$ cat src/hw/irp_params.svh
// constants for the indirect register portal
// How it works
// - The portal reaches up to 32 indirect devices of up to 65,536 registers of 16 bits each.
// - Control bits 15:14 pick the meaning of the data register: 00 means address, else data.
// - In mode 01 every data access hits the selected register and leaves the address alone.
// - In mode 10 the stored address steps up by one after every data read and data write.
// - In mode 11 the stored address steps up only after data writes, never after reads.
// - Control bits 4:0 name the indirect device that all following data accesses outside mode 00 go to.
// - In mode 00 a data write stores the target address and a data read returns it.
// - Outside mode 00 a data read returns the selected register and a data write updates it.
// - Reads with post-increment return successive registers, starting at the stored address.
`ifndef IRP_PARAMS_SVH
`define IRP_PARAMS_SVH
`define IRP_CTRL_OFS 5'h0D
`define IRP_DATA_OFS 5'h0E
`define IRP_CTRL_RST 16'h0000
`define IRP_DATA_RST 16'h0000
`define IRP_OP_REG 2'h0
`define IRP_OP_DATA 2'h1
`define IRP_OP_INC_RW 2'h2
`define IRP_OP_INC_WR 2'h3
`define IRP_NUM_REGS 8
`define IRP_KEY_0 21'h01_0000
`define IRP_KEY_1 21'h07_003C
`define IRP_KEY_2 21'h07_003D
`define IRP_KEY_3 21'h1C_0004
`define IRP_KEY_4 21'h1F_0000
`define IRP_KEY_5 21'h1F_0019
`define IRP_KEY_6 21'h1F_001A
`define IRP_KEY_7 21'h1F_001B
`endif

$ cat src/hw/irp_pkg.sv
// types shared by the indirect register portal
package irp_pkg;
  typedef logic [1:0] irp_op_t;
  typedef struct packed {
    irp_op_t op;
    logic [8:0] spare;
    logic [4:0] dev;
  } irp_ctrl_s;
  typedef struct packed {
    logic wr;
    logic rd;
    logic [4:0] addr;
    logic [15:0] wdata;
  } irp_req_s;
endpackage : irp_pkg

$ cat src/hw/irp_store.sv
// backing store for the supported indirect registers
`timescale 1ns/1ns
`include "irp_params.svh"
module irp_store (
  input wire logic clock,
  input wire logic rst,
  input wire logic [4:0] dev,
  input wire logic [15:0] addr,
  input wire logic wr,
  input wire logic [15:0] wdata,
  output logic [15:0] rdata
);
  localparam logic [20:0] KEYS [`IRP_NUM_REGS] = '{`IRP_KEY_0, `IRP_KEY_1, `IRP_KEY_2,
    `IRP_KEY_3, `IRP_KEY_4, `IRP_KEY_5, `IRP_KEY_6, `IRP_KEY_7};
  logic [15:0] mem [`IRP_NUM_REGS];
  logic hit;
  logic [2:0] idx;
  logic [20:0] key;

  assign key = {dev, addr};

  // sparse lookup; anything outside the table reads zero
  always_comb begin
    hit = 1'b0;
    idx = 3'h0;
    for (int i = 0; i < `IRP_NUM_REGS; i++) begin
      if (key == KEYS[i]) begin
        hit = 1'b1;
        idx = i[2:0];
      end
    end
    rdata = hit ? mem[idx] : 16'h0000;
  end

  always_ff @(posedge clock) begin
    for (int i = 0; i < `IRP_NUM_REGS; i++) begin
      if (rst) begin
        mem[i] <= 16'h0000;
      end else if (wr && key == KEYS[i]) begin
        mem[i] <= wdata;
      end
    end
  end
endmodule : irp_store

$ cat src/hw/irp_portal.sv
// indirect register portal behind the management register port
`timescale 1ns/1ns
`include "irp_params.svh"
module irp_portal (
  input wire logic clock,
  input wire logic rst,
  input wire irp_pkg::irp_req_s req,
  output logic [15:0] rd_data_q,
  output logic rd_valid_q
);
  irp_pkg::irp_ctrl_s ctrl_q;
  logic [15:0] addr_q;
  logic [15:0] store_rdata;
  logic sel_ctrl;
  logic sel_data;
  logic wr_ctrl;
  logic wr_data;
  logic rd_any;
  logic rd_data;
  logic rd_ctrl;
  logic reg_mode;
  logic step;

  assign sel_ctrl = req.addr == `IRP_CTRL_OFS;
  assign sel_data = req.addr == `IRP_DATA_OFS;
  // a write in the same cycle wins; the read is dropped
  assign rd_any = req.rd && !req.wr;
  assign wr_ctrl = req.wr && sel_ctrl;
  assign wr_data = req.wr && sel_data;
  assign rd_data = rd_any && sel_data;
  assign rd_ctrl = rd_any && sel_ctrl;
  assign reg_mode = ctrl_q.op == `IRP_OP_REG;
  // reads step only in mode 10, writes in 10 and 11
  assign step = (wr_data && (ctrl_q.op == `IRP_OP_INC_RW || ctrl_q.op == `IRP_OP_INC_WR))
    || (rd_data && ctrl_q.op == `IRP_OP_INC_RW);

  // reserved control bits are kept as written
  always_ff @(posedge clock) begin
    if (rst) begin
      ctrl_q <= irp_pkg::irp_ctrl_s'(`IRP_CTRL_RST);
    end else if (wr_ctrl) begin
      ctrl_q <= irp_pkg::irp_ctrl_s'(req.wdata);
    end
  end

  // one address shared by all devices, so switching device keeps it
  always_ff @(posedge clock) begin
    if (rst) begin
      addr_q <= `IRP_DATA_RST;
    end else if (wr_data && reg_mode) begin
      addr_q <= req.wdata;
    end else if (step) begin
      addr_q <= addr_q + 16'h0001;
    end
  end

  irp_store u_store (
    .clock(clock),
    .rst(rst),
    .dev(ctrl_q.dev),
    .addr(addr_q),
    .wr(wr_data && !reg_mode),
    .wdata(req.wdata),
    .rdata(store_rdata)
  );

  // any read answers one cycle later; foreign offsets read zero
  always_ff @(posedge clock) begin
    if (rst) begin
      rd_valid_q <= 1'b0;
      rd_data_q <= 16'h0000;
    end else begin
      rd_valid_q <= rd_any;
      if (rd_ctrl) begin
        rd_data_q <= ctrl_q;
      end else if (rd_data) begin
        rd_data_q <= reg_mode ? addr_q : store_rdata;
      end else if (rd_any) begin
        rd_data_q <= 16'h0000;
      end
    end
  end

  // checking aid: address model decoded per mode, kept apart from step
  logic [15:0] model_addr_q;
  logic [15:0] model_ctrl_q;
  logic model_is_write;
  logic model_is_read;
  logic model_data_hit;

  assign model_is_write = req.wr && req.addr == `IRP_DATA_OFS;
  assign model_is_read = req.rd && !req.wr && req.addr == `IRP_DATA_OFS;
  assign model_data_hit = model_is_write || model_is_read;

  // mode decoded by case so a slip in the step term shows up here
  always_ff @(posedge clock) begin
    if (rst) begin
      model_addr_q <= 16'h0000;
    end else begin
      case (ctrl_q.op)
        `IRP_OP_REG: begin
          if (model_is_write) begin
            model_addr_q <= req.wdata;
          end
        end
        `IRP_OP_DATA: begin
          model_addr_q <= model_addr_q;
        end
        `IRP_OP_INC_RW: begin
          if (model_data_hit) begin
            model_addr_q <= model_addr_q + 16'h0001;
          end
        end
        default: begin
          if (model_is_write) begin
            model_addr_q <= model_addr_q + 16'h0001;
          end
        end
      endcase
    end
  end

  // checking aid: control image taken straight from the port
  always_ff @(posedge clock) begin
    if (rst) begin
      model_ctrl_q <= 16'h0000;
    end else if (req.wr && req.addr == `IRP_CTRL_OFS) begin
      model_ctrl_q <= req.wdata;
    end
  end
endmodule : irp_portal

$ cat config.mk
export PLATFORM = sky130hd
export DESIGN_NAME = irp_portal
export DESIGN_NICKNAME = d
export VERILOG_FILES = /design/src/hw/irp_pkg.sv /design/src/hw/irp_store.sv /design/src/hw/irp_portal.sv
export VERILOG_INCLUDE_DIRS = /design/src /design/src/hw
export SDC_FILE = /design/constraint.sdc
export NUM_CORES = 1
export LEC_CHECK = 0
export BUFFER_PORTS_ARGS = -buffer_cell sky130_fd_sc_hd__buf_2
export CAP_MARGIN = 20
export CORE_MARGIN = 1
export CORE_UTILIZATION = 55
export DETAILED_ROUTE_END_ITERATION = 10
export PLACE_DENSITY = 0.76
export SYNTH_ARGS = -nofsm -noshare
export SYNTH_HDL_FRONTEND = slang
export SYNTH_HIERARCHICAL = 1
export SYNTH_SLANG_ARGS = --single-unit
export TNS_END_PERCENT = 20
$ cat constraint.sdc
create_clock -name clock -period 2.54 [get_ports clock]
set_input_delay 0.508 -clock clock [delete_from_list [all_inputs] [get_ports clock]]
set_output_delay 0.508 -clock clock [all_outputs]
set_load 0.005 [all_outputs]
## Yosys cells after proc, flatten, opt, wreduce, memory -nomap -nowiden

Memory sizes are Yosys's and may differ from the RTL's.
Index checks and enable logic that the tools add are counted.

| word-level totals | value |
|---|---|
| register bits | 49 |
| RAM bits | 128 |
| input port bits | 25 |
| output and inout bits | 17 |
| word-level logic and storage cells | 108 |
| memories | 1 |

Memories:

| memory | words | width | read ports | clocked after Yosys merged registers in | wr ports | RTL line | RTL |
|---|---|---|---|---|---|---|---|
| u_store.mem | 8 | 16 | 1 | 0 | 8 | irp_store.sv:15 | `` logic [15:0] mem [`IRP_NUM_REGS]; `` |

| operators by class | value |
|---|---|
| add/subtract/negate cells | 1 |
| equal/unequal tests | 12 |
| muxes and demuxes | 56 |
| bitwise gates (word level) | 8 |
| reductions and logical operators | 24 |

Operators by type and width:

| operator | number |
|---|---|
| 16-bit 2-to-1 mux | 15 |
| 21-bit equality test, second input constant | 5 |
| 21-bit by 19-bit equality test with 1-bit output, second input constant | 2 |
| 1-bit 2-to-1 mux | 35 |
| 21-bit by 17-bit equality test with 1-bit output, second input constant | 1 |
| 1-bit logical AND | 17 |
| 16-bit by 1-bit adder with 16-bit output, second input constant | 1 |
| 3-bit 2-to-1 mux | 4 |
| 5-bit by 4-bit equality test with 1-bit output, second input constant | 2 |
| 1-bit OR | 8 |
| 2-bit equality test, second input constant | 2 |
| 2-bit 2-to-1 mux | 2 |
| 3-bit nonzero test | 1 |
| 1-bit logical NOT | 2 |
| 2-bit logical NOT | 1 |
| 1-bit logical OR | 2 |
| 2-bit nonzero test | 1 |

## Depth between registers and ports, before layout

| depth | value |
|---|---|
| depth in word-level cells | 13 |
| gate-level depth with buffers | 13 |
| depth with buffers taken out | 10 |

## Hierarchy

The synthesis kept the hierarchy.

Modules (own cells, without submodules):

| module | times used | cells each | area each (um^2) | seq. area each (um^2) |
|---|---|---|---|---|
| irp_store | 1 | 420 | 5,994.5 | 3,843.7 |
| irp_portal | 1 | 356 | 2,612.5 | 980.9 |

## Worst setup path before layout

Ideal clock, no wire load.

| path | value |
|---|---|
| path type | register -> register |
| from | register addr_q[8] |
| to | register rd_data_q[14] |
| library setup time | 0.132 ns |
| data arrival time | 2.430 ns |
| required time | 2.408 ns |
| path slack | -0.022 ns |
| stages on the path, launching flop included | 12 |
| buffers on the path | 2 |
| period minus slack after synthesis | 2.562 ns |
| cells stage by stage | dfxtp_1 -> nor4_4 -> nand3_1 -> or3_1 -> clkbuf_1 -> o2111ai_2 -> buf_4 -> o221ai_1 -> nand2_1 -> o21ai_0 -> a221oi_1 -> nor3_1 |

| between the ends | value |
|---|---|
| word-level cells in the longest chain between the ends | 13 |
| elaborated cells between the ends (all ways) | 28 |
| classes of those cells | eq/ne: 8; mux: 19; memory: 1 |

Ends and longest elaborated chain:

| item | RTL line | RTL |
|---|---|---|
| start, declared | irp_portal.sv:12 | `logic [15:0] addr_q;` |
| start signal, assigned | irp_portal.sv:49 | `` addr_q <= `IRP_DATA_RST; `` |
| start signal, assigned | irp_portal.sv:51 | `addr_q <= req.wdata;` |
| start signal, assigned | irp_portal.sv:53 | `addr_q <= addr_q + 16'h0001;` |
| 21-bit by 19-bit equality test with 1-bit output or 21-bit by 17-bit equality test with 1-bit output (tied branches) | irp_store.sv:27 | `if (key == KEYS[i]) begin` |
| 1-bit 2-to-1 mux | irp_store.sv:27 |  |
| 2-bit 2-to-1 mux or 1-bit 2-to-1 mux (tied branches) (2 in a row) | irp_store.sv:27 |  |
| 3-bit 2-to-1 mux or 1-bit 2-to-1 mux (tied branches) (4 in a row) | irp_store.sv:27 |  |
| memory 8 x 16 bit or 1-bit 2-to-1 mux (tied branches) | - |  |
| 16-bit 2-to-1 mux (*) | irp_store.sv:32 | `rdata = hit ? mem[idx] : 16'h0000;` |
| via store_rdata[14] | irp_portal.sv:13 | `logic [15:0] store_rdata;` |
| 16-bit 2-to-1 mux (*) | irp_portal.sv:77 | `rd_data_q <= reg_mode ? addr_q : store_rdata;` |
| 16-bit 2-to-1 mux (*) | irp_portal.sv:76 | `end else if (rd_data) begin` |
| 16-bit 2-to-1 mux (*) | irp_portal.sv:74 | `if (rd_ctrl) begin` |
| end signal, assigned | irp_portal.sv:75 | `rd_data_q <= ctrl_q;` |
| end signal, assigned | irp_portal.sv:77 |  |
| end, declared | irp_portal.sv:8 | `output logic [15:0] rd_data_q,` |

Mark *: on every way through the listed nets, which the timed path passes. The rest lies on a longest branch.
A chain may end at the register's enable or synchronous reset.

## Worst setup path after layout

| path | value |
|---|---|
| from | register addr_q[8] |
| to | register rd_data_q[9] |

The elaborated chain is that of the path after synthesis.

==> metrics <==
Leakage=between 3 and 4 nW; core footprint=15260 sq um; sw power=between 1 and 1.5 mW; clock tree root buffer cell=clkbuf_16; Power per Cell Area=572.5 nW/um^2; launch instance of the worst register-to-register path=addr_q[8]$_SDFFE_PP0P_; fraction of the cycle the final worst path needs=103.9%; worst setup path category=reg -> reg; share of cells above drive strength 1=28.15%; EDFF count, synth=128; effective utilization at floorplan=56.41%; post-route clock skew=12.28 ps; area of the die=16150 sq um; setup-violating endpoint count in the final report=15; Final Core Density=69.73%; final estimated routing congestion in global placement=0.9310; Sink Count=177; number of global-route vias before repair=6531; Antenna Diode Count=0; global-route wire length before repair=37710 microns; dominant cell type by count on the critical path=buf_4; max-cap violations=0; number of hold violations in the final report=0; number of nets still failing antenna checks after routing=0; final max-slew violation count=0; P_int=~4.6 mW; most used flip-flop cell after synthesis=edfxtp_1; Comb pwr share=5.7%; Final Worst Setup Slack=-99.85 ps; Clk pwr share=41.0%; total half-perimeter wirelength after legalization and detailed placement=16230 microns; slowest stage delay, CP=a little under 400 ps; Max VDD drop=0.5708 mV; pin slew with the least headroom to its limit=986.2 ps; die height=127.1 microns; Site Rows=45; net total in the final layout=919; boundary pin count=between 40 and 50; via count of the routed design=6902; proportion of synthesized flip-flops having asynchronous set or reset=0%; number of DRC markers after the initial detailed-route iteration=723; Syn Inst Count=776; maximum number of buffers from clock root to sink=2; total CTS buffers=17; peak fanout along the critical path=5; Unique masters post-synth=64; post-detailed-route DRC marker count=0; critical path arrival=2950 ps; GRT Util Overall=31.93%; highest-delay cell along the critical path=or3_4; pre-CTS setup slack=-336.4 ps; Endpoint, Worst Hold=ctrl_q[2]$_SDFFE_PP0P_; H-tree lvl count=4; area post-placement=between 9000 and 10000 sq um; violations in the final reports=setup timing; number of register bits inferred by synthesis=177; Min Hold Slack=429.7 ps; length of the first detailed-routing pass in iterations=6; worst slew margin relative to its limit=34.25%; startpoint type of the worst setup path=flip-flop; switching power share of the total=about a quarter; Fmax=~380 MHz; reg2reg path depth=14; residual overflow from global routing=0; RSZ-0062 raised after global routing=true; CTS tree=built; ordered cell list for the critical path=nor4_4, buf_4, buf_4, nand3_2, or3_4, buf_4, nor4bb_4, buf_4, nand2_2, o2111ai_2, nand2_1, a21oi_1, a211oi_1, nor3_1; class of the most critical hold timing path=in -> reg; average via count per standard cell=6.179; count of input and output buffers=41; number of inserted filler cells in the final layout=1097; Syn-to-layout area delta=23.62%; run status=finished with violations; pin count of the biggest net entering global routing=35; total non-filler cell area in the finished layout=10640 sq um; required time at the endpoint of the critical path=2850 ps; clock latency on the worst-skew pair=430 ps; routed wire length=24720 microns; post-synthesis net count=802; sequential share of power=53.2%; startpoint of the most critical hold path=req[2]; clock transition at the registers of the reported paths=~70 ps; antenna violations before repair=0; wire length per cell=22.13 microns; Mean Syn Cell Area=around 11 sq um; sequential-to-total area share from yosys stat=56.05%; Yosys warning count=6; Period minus WS final=approximately 2600 ps; Worst Setup End Kind=flip-flop; register-to-register path setup slack=-100 ps; FF-to-FF End=rd_data_q[9]$_SDFFE_PP0P_; Cell Area, Synth=approximately 8600 sq um; horizontal die dimension=127.1 microns; number of cells on the worst hold path=3
==> worst max-delay path: cells and delay by family, from the launching register on <==
kind / cells / cell delay, ps
AO/OA/AOI/OAI: 3 / 390
AND/OR/NAND/NOR: 7 / 1170
buffers and inverters: 4 / 620
flip-flops: 1 / 340
==> metal layers <==
layer | GRT usage (%) | wire length [microns]
met2 | 51.68 | 11880
met3 | 6.742 | 2095
met1 | 41.79 | 9913
met4 | 13.94 | 831
met5 | 0 | 0
==> placed cells by master, fill, tap and decap left out, types with 5 or more instances in the layout <==
master and count:
edfxtp_1 128, a21o_1 10, a21oi_1 44, a22o_1 13, buf_6 7, o221ai_1 6, nand2b_1 9, mux2i_2 6
and3_1 6, clkbuf_16 17, a221oi_2 8, a22oi_1 5, nor2_1 29, nor2b_1 5, nor4_4 6, o21ai_0 16
buf_12 9, nor4_1 6, and4_1 5, dfxtp_1 42, and2_1 136, buf_2 41, buf_4 87, nand3_1 11
o221ai_2 5, inv_1 5, mux2i_1 23, nand2_1 81, dfxtp_2 6, a211oi_1 12, nor3_1 21, a221oi_1 7
==> worst max path at each step <==
| stage | depth (start not counted) | from | endpoint |
|---|---|---|---|
| 2_1_floorplan | 12 | addr_q[9]$_SDFFE_PP0P_ | rd_data_q[14]$_SDFFE_PP0P_ |
| 3_3_place_gp | 11 | addr_q[1]$_SDFFE_PP0P_ | rd_data_q[1]$_SDFFE_PP0P_ |
| 3_5_place_dp | 11 | addr_q[1]$_SDFFE_PP0P_ | rd_data_q[1]$_SDFFE_PP0P_ |
| 4_1_cts | 14 | addr_q[14]$_SDFFE_PP0P_ | rd_data_q[4]$_SDFFE_PP0P_ |
| 5_1_grt | 13 | addr_q[14]$_SDFFE_PP0P_ | rd_data_q[12]$_SDFFE_PP0P_ |
| 6_report | 14 | addr_q[8]$_SDFFE_PP0P_ | rd_data_q[9]$_SDFFE_PP0P_ |
==> cell type report <==
type                    instances  area, sq um  share of cell area [%]
multi-input cells             542         3787                   35.60
clock inverters                15        143.9                   1.352
repair buffers                146         1147                   10.78
well taps                     211        264.0                   2.481
clock buffers                  17        425.4                   3.998
inverters                       9        36.28                  0.3410
flip-flops and latches        177         4836                   45.45
==> metrics by stage <==
step	TNS (ps)	power, mW	std cells
2_1_floorplan	0	3.437	776
3_3_place_gp	-1803	3.605	1064
3_5_place_dp	-2951	3.623	1064
4_1_cts	-758.1	6.101	1114
5_1_grt	-2740	6.261	1117
6_report	-707.5	6.091	1117
==> sequential cells by signal, summed over array words and instances, names as in the netlist <==
register     cells
addr_q          16
ctrl_q          16
rd_data_q       16
rd_valid_q       1
u_store/mem    128
==> what timing repair did <==
action / 4_1_cts / 5_1_grt
pin swaps: 27 / 11
endpoints found under the setup margin: 16 / 24
buffers inserted: 17 / 3
gates cloned: 1 / 0
gates resized for setup: 46 / 25
hold buffers: 0 / 0
==> cells in the mapped netlist, types with 5 or more instances <==
master | number | area [sq um]
buf_2 | 14 | 70.07
nand2_1 | 83 | 311.6
mux2i_1 | 29 | 290.3
nor2_2 | 5 | 31.28
and3_1 | 6 | 37.54
nor2b_1 | 5 | 31.28
and2_1 | 136 | 850.8
a221oi_1 | 15 | 131.4
dfxtp_1 | 49 | 980.9
nor2_1 | 30 | 112.6
nor4_1 | 6 | 37.54
nor3_1 | 21 | 105.1
o221ai_1 | 13 | 113.9
a21o_1 | 10 | 75.07
inv_1 | 5 | 18.77
and4_1 | 6 | 52.55
o21ai_0 | 17 | 85.08
nand3_1 | 12 | 60.06
a22o_1 | 13 | 113.9
edfxtp_1 | 128 | 3844
clkbuf_1 | 23 | 86.33
a21oi_1 | 47 | 235.2
a211oi_1 | 15 | 112.6
nor4_4 | 6 | 127.6
nand2b_1 | 9 | 56.30
a22oi_1 | 5 | 37.54
==> cell families after synthesis <==
group,Yosys count,share of synthesized area [%]
buffers and inverters,57,3.140
flip-flops,177,56.05
adder cells (fa/ha/maj),1,0.1453
multiplexers,29,3.373
AO/OA/AOI/OAI,155,12.62
AND/OR/NAND/NOR,357,24.67
==> power groups by stage <==
stage	Combinational [mW]	Sequential [mW]	Clock, mW
6_report	0.350	3.24	2.50
3_3_place_gp	0.312	3.29	0
3_5_place_dp	0.322	3.30	0
4_1_cts	0.340	3.24	2.52
2_1_floorplan	0.147	3.29	0
5_1_grt	0.373	3.25	2.64
Power figures use the tool's default switching activity.
